==> config.mk <==
export PLATFORM = sky130hd
export DESIGN_NAME = isrfs_core
export DESIGN_NICKNAME = d
export VERILOG_FILES = /design/src/include/isrfs_pkg.sv /design/src/core/isrfs_core.sv
export SDC_FILE = /design/constraint.sdc
export NUM_CORES = 1
export LEC_CHECK = 0
export CORE_ASPECT_RATIO = 0.6
export CORE_MARGIN = 10
export CORE_UTILIZATION = 45
export DETAILED_ROUTE_END_ITERATION = 16
export DONT_BUFFER_PORTS = 1
export SLEW_MARGIN = 10
export SYNTH_ARGS = -nofsm -noshare
export SYNTH_HDL_FRONTEND = slang
export SYNTH_SLANG_ARGS = --single-unit
export TNS_END_PERCENT = 20
==> constraint.sdc <==
create_clock -name ref_clk -period 2.35 [get_ports ref_clk]
set_clock_uncertainty 0.1 [all_clocks]
set_input_delay 0.235 -clock ref_clk [delete_from_list [all_inputs] [get_ports ref_clk]]
set_output_delay 0.235 -clock ref_clk [all_outputs]
set_load 0.005 [all_outputs]
==> src/include/isrfs_pkg.sv <==
// Package: register map, status codes, timing and types
package isrfs_pkg;
	localparam int          AW          = 3;
	localparam logic [2:0]  OFF_CTRL    = 3'h0;
	localparam logic [2:0]  OFF_STATUS  = 3'h1;
	localparam logic [2:0]  OFF_DATA    = 3'h2;
	localparam logic [2:0]  OFF_OWNADDR = 3'h3;
	localparam int          B_IRQ       = 7;
	localparam int          B_ACKEN     = 6;
	localparam int          B_BEGIN     = 5;
	localparam int          B_END       = 4;
	localparam int          B_IFEN      = 2;
	localparam int          B_GCEN      = 0;
	localparam logic [7:0]  RST_OWNADDR = 8'h00;
	localparam logic [7:0]  RST_DATA    = 8'hFF;
	localparam logic [6:0]  GCA_ADDR    = 7'h00;
	localparam logic [7:0]  C_NONE      = 8'hF8;
	localparam logic [7:0]  C_START     = 8'h08;
	localparam logic [7:0]  C_SR_ADDR   = 8'h60;
	localparam logic [7:0]  C_SR_ARB    = 8'h68;
	localparam logic [7:0]  C_SR_GCA    = 8'h70;
	localparam logic [7:0]  C_SR_GARB   = 8'h78;
	localparam logic [7:0]  C_SR_ACK    = 8'h80;
	localparam logic [7:0]  C_SR_NACK   = 8'h88;
	localparam logic [7:0]  C_SR_GACK   = 8'h90;
	localparam logic [7:0]  C_SR_GNACK  = 8'h98;
	localparam logic [7:0]  C_ST_ADDR   = 8'hA8;
	localparam logic [7:0]  C_ST_ARB    = 8'hB0;
	localparam logic [7:0]  C_ST_ACK    = 8'hB8;
	localparam logic [7:0]  C_ST_NACK   = 8'hC0;
	localparam logic [7:0]  C_ST_LAST   = 8'hC8;
	localparam int          CLK_NS      = 20;
	localparam int          T_HOLD_NS   = 4000;
	localparam int          HOLD_CYC    = (T_HOLD_NS + CLK_NS - 1) / CLK_NS;
	typedef struct packed {
		logic ackEn;
		logic beginReq;
		logic endReq;
		logic ifaceEn;
	} isrfs_ctrl_t;
endpackage

==> src/core/isrfs_core.sv <==
// Two-wire slave: receive path, final send status, sleep wake, Avalon-MM registers
//
// Operation
// Last byte sent with ack disabled but master acked: code C8.
// Clearing flag after final byte with ack off: not addressed, recognise nothing.
// Clearing with ack on: not addressed, own address and enabled GENERAL_CALL_ADDRESS recognised.
// Begin request set at that clear: START once the bus is free.
// Own address matched against top seven bits of own address register.
// Own address LSB set enables general call 0x00, else ignored.
// Software sets enable and ack enable, clears begin and end requests.
// Direction bit zero selects receive, one selects send.
// Own address plus write: flag set, valid status code shown.
// Addressed while own START pending: codes 68 or 78. With a read address this design reports B0 instead.
// Software treats status prescaler bits as zero.
// Ack enable cleared: next received byte gets not-acknowledge.
// Ack enable zero: own address not acked, bus still watched.
// In sleep with ack enable set, address still recognised and acked.
// Match in sleep wakes part, SCL held low until flag cleared.
// Data register not updated by the bus while asleep.
// Byte sent and master not-acked: code C0.
// Own address with read acked: code A8.
// Own address with write acked: code 60.
// While the flag is set in a slave state, SCL is held low.
//
// The Avalon-MM slave port and the register offsets are this design's own decisions.
`timescale 1ns/1ps
module isrfs_core (
	// Clock and reset
	input  wire logic        ref_clk,
	input  wire logic        reset,
	// Avalon-MM slave
	input  wire logic [2:0]  avs_address,
	input  wire logic        avs_read,
	input  wire logic        avs_write,
	input  wire logic [31:0] avs_writedata,
	output logic      [31:0] avs_readdata,
	output logic             avs_waitrequest,
	// Two-wire bus pins
	input  wire logic        sclIn,
	input  wire logic        sdaIn,
	output logic             sclOut,
	output logic             sclOe,
	output logic             sdaOut,
	output logic             sdaOe,
	// Power management
	input  wire logic        sleepActive,
	output logic             wakeReq
);
	typedef enum {S_IDLE, S_GEN, S_ADDR, S_AACK, S_RX, S_RACK, S_TX, S_TACK, S_WAIT} isrfs_st_t;
	typedef enum {X_TX, X_RX, X_FINAL, X_MASTER} isrfs_ctx_t;

	isrfs_st_t            state_q;
	isrfs_ctx_t           ctx_q;
	isrfs_pkg::isrfs_ctrl_t ctrl_q;
	logic [7:0]           own_q, data_q, shift_q, code_q, rdata_q;
	logic [3:0]           bitCnt_q;
	logic [7:0]           holdCnt_q;
	logic [2:0]           sclSync_q, sdaSync_q;
	logic                 sclF_q, sdaF_q, avWait_q, irqFlag_q, sclOe_q, sdaOe_q, wake_q;
	logic                 dir_q, gca_q, arb_q, ackNext_q, gotAck_q, last_q, startPend_q, busy_q;
	logic                 sclNew, sdaNew, sclRise, sclFall, startDet, stopDet;
	logic                 accept, wrCtrl, wrData, irqClr, ownHit, gcaHit, addrHit;

	function automatic logic [7:0] rx_code(input logic g, input logic a);
		if (g)
			rx_code = a ? isrfs_pkg::C_SR_GACK : isrfs_pkg::C_SR_GNACK;
		else
			rx_code = a ? isrfs_pkg::C_SR_ACK : isrfs_pkg::C_SR_NACK;
	endfunction

	// --------------------------------------------------------------
	// Pin sampling and bus conditions
	// --------------------------------------------------------------
	always_ff @(posedge ref_clk) begin
		if (reset) begin
			sclSync_q <= 3'h7;
			sdaSync_q <= 3'h7;
			sclF_q    <= 1'b1;
			sdaF_q    <= 1'b1;
		end else begin
			sclSync_q <= {sclSync_q[1:0], sclIn};
			sdaSync_q <= {sdaSync_q[1:0], sdaIn};
			sclF_q    <= sclNew;
			sdaF_q    <= sdaNew;
		end
	end

	assign sclNew   = (sclSync_q[1] == sclSync_q[2]) ? sclSync_q[2] : sclF_q;
	assign sdaNew   = (sdaSync_q[1] == sdaSync_q[2]) ? sdaSync_q[2] : sdaF_q;
	assign sclRise  = sclNew & ~sclF_q;
	assign sclFall  = ~sclNew & sclF_q;
	assign startDet = sclF_q & sclNew & sdaF_q & ~sdaNew;
	assign stopDet  = sclF_q & sclNew & ~sdaF_q & sdaNew;

	// Address decode: own address needs ack enable, general call also needs its enable
	assign ownHit  = shift_q[7:1] == own_q[7:1];
	assign gcaHit  = (shift_q[7:1] == isrfs_pkg::GCA_ADDR) & own_q[isrfs_pkg::B_GCEN];
	assign addrHit = ctrl_q.ackEn & (ownHit | gcaHit);

	// --------------------------------------------------------------
	// Avalon-MM slave, one wait state per access
	// --------------------------------------------------------------
	assign accept = (avs_read | avs_write) & ~avWait_q;
	assign wrCtrl = accept & avs_write & (avs_address == isrfs_pkg::OFF_CTRL);
	assign wrData = accept & avs_write & (avs_address == isrfs_pkg::OFF_DATA);
	assign irqClr = wrCtrl & avs_writedata[isrfs_pkg::B_IRQ];

	always_ff @(posedge ref_clk) begin
		if (reset) begin
			avWait_q <= 1'b1;
			rdata_q  <= 8'h00;
		end else begin
			avWait_q <= ~((avs_read | avs_write) & avWait_q);
			if (avs_read & avWait_q) begin
				case (avs_address)
					isrfs_pkg::OFF_CTRL:    rdata_q <= {irqFlag_q, ctrl_q.ackEn, ctrl_q.beginReq,
						ctrl_q.endReq, 1'b0, ctrl_q.ifaceEn, 2'h0};
					isrfs_pkg::OFF_STATUS:  rdata_q <= {code_q[7:3], 3'h0};
					isrfs_pkg::OFF_DATA:    rdata_q <= data_q;
					isrfs_pkg::OFF_OWNADDR: rdata_q <= own_q;
					default:                rdata_q <= 8'h00;
				endcase
			end
		end
	end

	always_ff @(posedge ref_clk) begin
		if (reset) begin
			ctrl_q <= '0;
			own_q  <= isrfs_pkg::RST_OWNADDR;
		end else begin
			if (wrCtrl) begin
				ctrl_q.ackEn    <= avs_writedata[isrfs_pkg::B_ACKEN];
				ctrl_q.beginReq <= avs_writedata[isrfs_pkg::B_BEGIN];
				ctrl_q.endReq   <= avs_writedata[isrfs_pkg::B_END];
				ctrl_q.ifaceEn  <= avs_writedata[isrfs_pkg::B_IFEN];
			end
			if (accept & avs_write & (avs_address == isrfs_pkg::OFF_OWNADDR))
				own_q <= avs_writedata[7:0];
		end
	end

	// --------------------------------------------------------------
	// Slave sequencer
	// --------------------------------------------------------------
	always_ff @(posedge ref_clk) begin
		if (reset) begin
			state_q     <= S_IDLE;
			ctx_q       <= X_RX;
			shift_q     <= 8'h00;
			bitCnt_q    <= 4'h0;
			holdCnt_q   <= 8'h00;
			code_q      <= isrfs_pkg::C_NONE;
			data_q      <= isrfs_pkg::RST_DATA;
			{irqFlag_q, sclOe_q, sdaOe_q, wake_q, dir_q, gca_q, arb_q} <= 7'h00;
			{ackNext_q, gotAck_q, last_q, startPend_q, busy_q} <= 5'h00;
		end else begin
			if (irqClr)
				irqFlag_q <= 1'b0;
			if (wrData)
				data_q <= avs_writedata[7:0];
			if (startDet)
				busy_q <= 1'b1;
			if (stopDet)
				busy_q <= 1'b0;
			if (!ctrl_q.ifaceEn) begin
				state_q <= S_IDLE;
				sdaOe_q <= 1'b0;
				sclOe_q <= 1'b0;
			end else if (stopDet && state_q != S_GEN) begin
				state_q <= S_IDLE;
				sdaOe_q <= 1'b0;
			end else if (startDet && state_q != S_GEN) begin
				state_q  <= S_ADDR;
				bitCnt_q <= 4'h0;
				sdaOe_q  <= 1'b0;
			end else begin
				case (state_q)
					S_IDLE: begin
						if (startPend_q && !busy_q) begin
							sdaOe_q     <= 1'b1;
							holdCnt_q   <= 8'h00;
							startPend_q <= 1'b0;
							state_q     <= S_GEN;
						end
					end
					S_GEN: begin
						holdCnt_q <= holdCnt_q + 8'h01;
						if (holdCnt_q == 8'(isrfs_pkg::HOLD_CYC - 1)) begin
							sclOe_q   <= 1'b1;
							irqFlag_q <= 1'b1;
							code_q    <= isrfs_pkg::C_START;
							ctx_q     <= X_MASTER;
							state_q   <= S_WAIT;
						end
					end
					S_ADDR: begin
						if (sclRise) begin
							shift_q  <= {shift_q[6:0], sdaNew};
							bitCnt_q <= bitCnt_q + 4'h1;
						end
						if (sclFall && bitCnt_q == 4'h8) begin
							if (addrHit) begin
								sdaOe_q <= 1'b1;
								dir_q   <= shift_q[0];
								gca_q   <= ~ownHit;
								arb_q   <= startPend_q;
								wake_q  <= sleepActive;
								state_q <= S_AACK;
							end else begin
								state_q <= S_IDLE;
							end
						end
					end
					S_AACK: begin
						if (sclFall) begin
							sdaOe_q   <= 1'b0;
							sclOe_q   <= 1'b1;
							irqFlag_q <= 1'b1;
							state_q   <= S_WAIT;
							ctx_q     <= dir_q ? X_TX : X_RX;
							if (dir_q)
								code_q <= arb_q ? isrfs_pkg::C_ST_ARB : isrfs_pkg::C_ST_ADDR;
							else if (gca_q)
								code_q <= arb_q ? isrfs_pkg::C_SR_GARB : isrfs_pkg::C_SR_GCA;
							else
								code_q <= arb_q ? isrfs_pkg::C_SR_ARB : isrfs_pkg::C_SR_ADDR;
						end
					end
					S_RX: begin
						if (sclRise) begin
							shift_q  <= {shift_q[6:0], sdaNew};
							bitCnt_q <= bitCnt_q + 4'h1;
						end
						if (sclFall && bitCnt_q == 4'h8) begin
							if (!sleepActive)
								data_q <= shift_q;
							sdaOe_q   <= ctrl_q.ackEn;
							ackNext_q <= ctrl_q.ackEn;
							state_q   <= S_RACK;
						end
					end
					S_RACK: begin
						if (sclFall) begin
							sdaOe_q   <= 1'b0;
							sclOe_q   <= 1'b1;
							irqFlag_q <= 1'b1;
							code_q    <= rx_code(gca_q, ackNext_q);
							ctx_q     <= ackNext_q ? X_RX : X_FINAL;
							state_q   <= S_WAIT;
						end
					end
					S_TX: begin
						if (sclFall) begin
							if (bitCnt_q == 4'h8) begin
								sdaOe_q <= 1'b0;
								state_q <= S_TACK;
							end else begin
								sdaOe_q  <= ~shift_q[6];
								shift_q  <= {shift_q[6:0], 1'b0};
								bitCnt_q <= bitCnt_q + 4'h1;
							end
						end
					end
					S_TACK: begin
						if (sclRise)
							gotAck_q <= ~sdaNew;
						if (sclFall) begin
							sclOe_q   <= 1'b1;
							irqFlag_q <= 1'b1;
							state_q   <= S_WAIT;
							if (!gotAck_q) begin
								code_q <= isrfs_pkg::C_ST_NACK;
								ctx_q  <= X_FINAL;
							end else if (last_q) begin
								code_q <= isrfs_pkg::C_ST_LAST;
								ctx_q  <= X_FINAL;
							end else begin
								code_q <= isrfs_pkg::C_ST_ACK;
								ctx_q  <= X_TX;
							end
						end
					end
					S_WAIT: begin
						if (!irqFlag_q) begin
							sclOe_q <= 1'b0;
							wake_q  <= 1'b0;
							case (ctx_q)
								X_TX: begin
									sdaOe_q  <= ~data_q[7];
									shift_q  <= data_q;
									bitCnt_q <= 4'h1;
									last_q   <= ~ctrl_q.ackEn;
									state_q  <= S_TX;
								end
								X_RX: begin
									bitCnt_q <= 4'h0;
									state_q  <= S_RX;
								end
								X_FINAL: begin
									startPend_q <= ctrl_q.beginReq;
									state_q     <= S_IDLE;
								end
								default: begin
									sdaOe_q <= 1'b0;
									busy_q  <= 1'b0;
									state_q <= S_IDLE;
								end
							endcase
						end
					end
					default: state_q <= S_IDLE;
				endcase
			end
		end
	end

	// Open-drain pins only ever pull low
	always_ff @(posedge ref_clk) begin
		if (reset) begin
			sclOut <= 1'b0;
			sdaOut <= 1'b0;
		end else begin
			sclOut <= 1'b0;
			sdaOut <= 1'b0;
		end
	end

	assign sclOe           = sclOe_q;
	assign sdaOe           = sdaOe_q;
	assign wakeReq         = wake_q;
	assign avs_waitrequest = avWait_q;
	assign avs_readdata    = {24'h000000, rdata_q};
endmodule

==> impl_results.md <==
* Placed cell areas at 4630 sq um
* CP arrival at 2.34 ns
* Max-cap violations at 0
* Min Tclk post-route at 2.21 ns
* Global Route Usage Sum at 0.177
* Place WS at 0.113 ns
* CP max FO at 10
* CP endpoint kind: flop
* Ys async rst share at 0
* PD cells at 599 nW/um^2
* Core area at 9740 sq um
* ANT cells at 0
* Reg power frac at 0.451
* Die W at 148 um
* Power Internal at 2390 uW
* DIE AREA at 14400 sq um
* Clk buf depth at 2
* Initial DRC Count at 418
* Initial Utilization at 0.457
* Fin crit share at 0.941
* F_max at 452 MHz
* Final nets at 607
* Port Buffers at 0
* Top Ports at 80
* Largest net degree at the start of global routing at 48
* FF/Latch Area at 1600 sq um
* Outcome: finished clean
* Sw power at 679 uW
* Crit path max-delay cell type: dfxtp_1
* Final Hold Viols at 0
* Max Slew Vio Count at 0
* Share of cells above drive strength 1 at 0.142
* Comb pwr share at 0.041
* Initial antenna violation count at 0
* Total leakage power at 0.00217 uW
* Top post-synthesis cells by area: dfxtp_1 36%, mux2i_1 6.1%, nor2_1 5.7%
* First-pass GRT wire length at 20400 um
* Clk sink count at 80
* Multi-input logic area at 2610 sq um
* Post-layout util at 0.526
* Design Power at 3070 uW
* Peak VDD IR at 0.330 mV
* Worst EP required at 2.48 ns
* H-tree levels at 3
* Worst rel slew slack at 0.562
* Synth Cell Area at 4450 sq um
* Endpoints failing setup at 0
* Area Overhead vs Synth at 15.0%
* Clock slew seen by the registers of the worst setup and hold paths at 0.06 ns
* Synth cell types at 71
* Vias in the first global route at 3601
* Tightest Pin Transition at 0.652 ns
* Cell taking the most area after synthesis: dfxtp_1
* Yosys warns at 0
* Critical path type: flop to flop
* # DRC at 0
* Skew-Pair Late Insertion Delay at 0.34 ns
* Routed Antenna Nets at 0
* Most frequent cells in the layout: 80 x dfxtp_1, 67 x nor2_1, 58 x nand2_1
* Final Instance Area at 5120 sq um
* Synth Instances at 527
* DR WL/cell at 18.5 um
* Drt total wl at 12900 um
* CTS Buf Count at 9
* Synth top area share at 0.360
* Most common cell after layout, fill and taps aside: dfxtp_1
* Top_reg_cell synth: dfxtp_1
* Fin Setup TNS at 0 ns
* Register area share after synthesis at 0.360
* Number of synthesized flops with an enable pin at 0
* CP Launch Type: flop
* Via density at 5.53
* HPWL after DPL at 9480 um
* Sw frac at 0.221
* Total grt overflow at 0
* GPL Wtd Cong at 0.988
* CTS Root Cell: clkbuf_16
* Via count at 3861
* RSZ-0062 raised after global routing: no
* DIE HEIGHT at 97.1 um
* CP max stage delay at 0.52 ns
* Fillers at 932
* Synthesized flop and latch total at 80
* Syn_area_per_cell at 8.45 sq um
* Num rows at 28
* Worst Setup Slack, final at 0.139 ns
* Hold WC Path Type: input port to flop
* Clock Power Share at 0.507
* Critical-path cell list: or3b_4, a21o_1, o221a_4, o2111ai_4, mux2i_1, nor2_1
* Initial DRT Pass Iterations at 5
* CTS tree: yes
final timing paths:
kind | startpoint | to | slack (ns) | cells after the start
worst max-delay path | state_q[2]$_SDFFE_PP0P_ | shift_q[5]$_SDFFE_PP0P_ | 0.14 | 6
worst min-delay path | avs_writedata[0] | data_q[0]$_SDFF_PP1_ | 0.009 | 2
worst max register to register | state_q[2]$_SDFFE_PP0P_ | shift_q[5]$_SDFFE_PP0P_ | 0.14 | 6
worst min register to register | sdaSync_q[0]$_SDFF_PP1_ | sdaSync_q[1]$_SDFF_PP1_ | 0.32 | 1
power groups by stage:
stage	clock network [uW]	registers [uW]	logic [uW]
floorplan	0	1410	117
global placement	0	1410	87.0
detailed placement	0	1420	87.7
CTS	1580	1380	123
global route	1630	1390	141
finish	1560	1380	127
cell families (layout without fill, tap and decap cells):
kind of cell | count (synthesis) | count (layout) | share of synthesized area
buf+inv | 61 | 72 | 0.0787
compound gates | 104 | 104 | 0.162
fa+ha+maj | 8 | 8 | 0.0219
other cells | 1 | 26 | 0.000842
simple gates | 223 | 223 | 0.256
mux | 35 | 35 | 0.0910
xor+xnor | 15 | 15 | 0.0295
flops | 80 | 80 | 0.360
worst max-delay path: cells and delay by family, from the launching register on:
family	cells	cell delay, ns
and+or+nand+nor	2	0.52
DFF	1	0.52
muxes	1	0.26
AOI/OAI and AO/OA	3	0.68
registers in the layout, indices dropped and copies added, names as in the netlist, 2 cells and up:
name,cells
holdCnt_q,8
sclSync_q,3
state_q,4
rdata_q,8
ctx_q,2
bitCnt_q,4
shift_q,8
ctrl_q,4
own_q,8
code_q,5
sdaSync_q,3
data_q,8
per-stage QoR:
step	hold slack [ns]	std cells
5_1_grt	0.0314	698
4_1_cts	0.000290	696
2_1_floorplan	0.239	552
3_5_place_dp	0.213	667
3_3_place_gp	0.212	667
6_report	0.00910	698
timing repair:
action,CTS,global route
endpoints found under the hold margin,50,0
gates resized for setup,0,2
setup endpoints to repair,0,25
setup buffers,0,2
hold buffers,13,0
routing by layer:
| metal | share of wire | track usage | vias up |
|---|---|---|---|
| met3 | 0.11 | 0.0674 | 19 |
| met4 | 0.0098 | 0.0448 | 0 |
| li1 | - | - | 1860 |
| met1 | 0.52 | 0.270 | 1834 |
| met5 | 0 | 0 | - |
| met2 | 0.37 | 0.220 | 148 |
synth_stat cells, drive strengths merged (4+ instances only):
cell / number
mux2i: 27
nand3: 14
nand4: 7
nand2b: 9
a21oi: 19
o211ai: 4
a31oi: 4
xnor2: 4
ha: 7
o21ai: 31
inv: 12
xor2: 11
nand3b: 5
buf: 35
mux2: 4
o311ai: 4
or3: 4
and2: 5
dfxtp: 80
nor2b: 14
a22oi: 7
or2: 7
mux4: 4
nor3: 10
clkbuf: 14
a21o: 5
a211oi: 11
nor2: 71
nand2: 58
final cells by class:
cell class,count,share of cell area
well taps,135,0.0330
multi-input cells,411,0.509
inverters,12,0.00879
flip-flops and latches,80,0.313
repair buffers,44,0.0728
clock inverters,6,0.0176
clock buffers,10,0.0467
(Power assumes the default switching activity.)
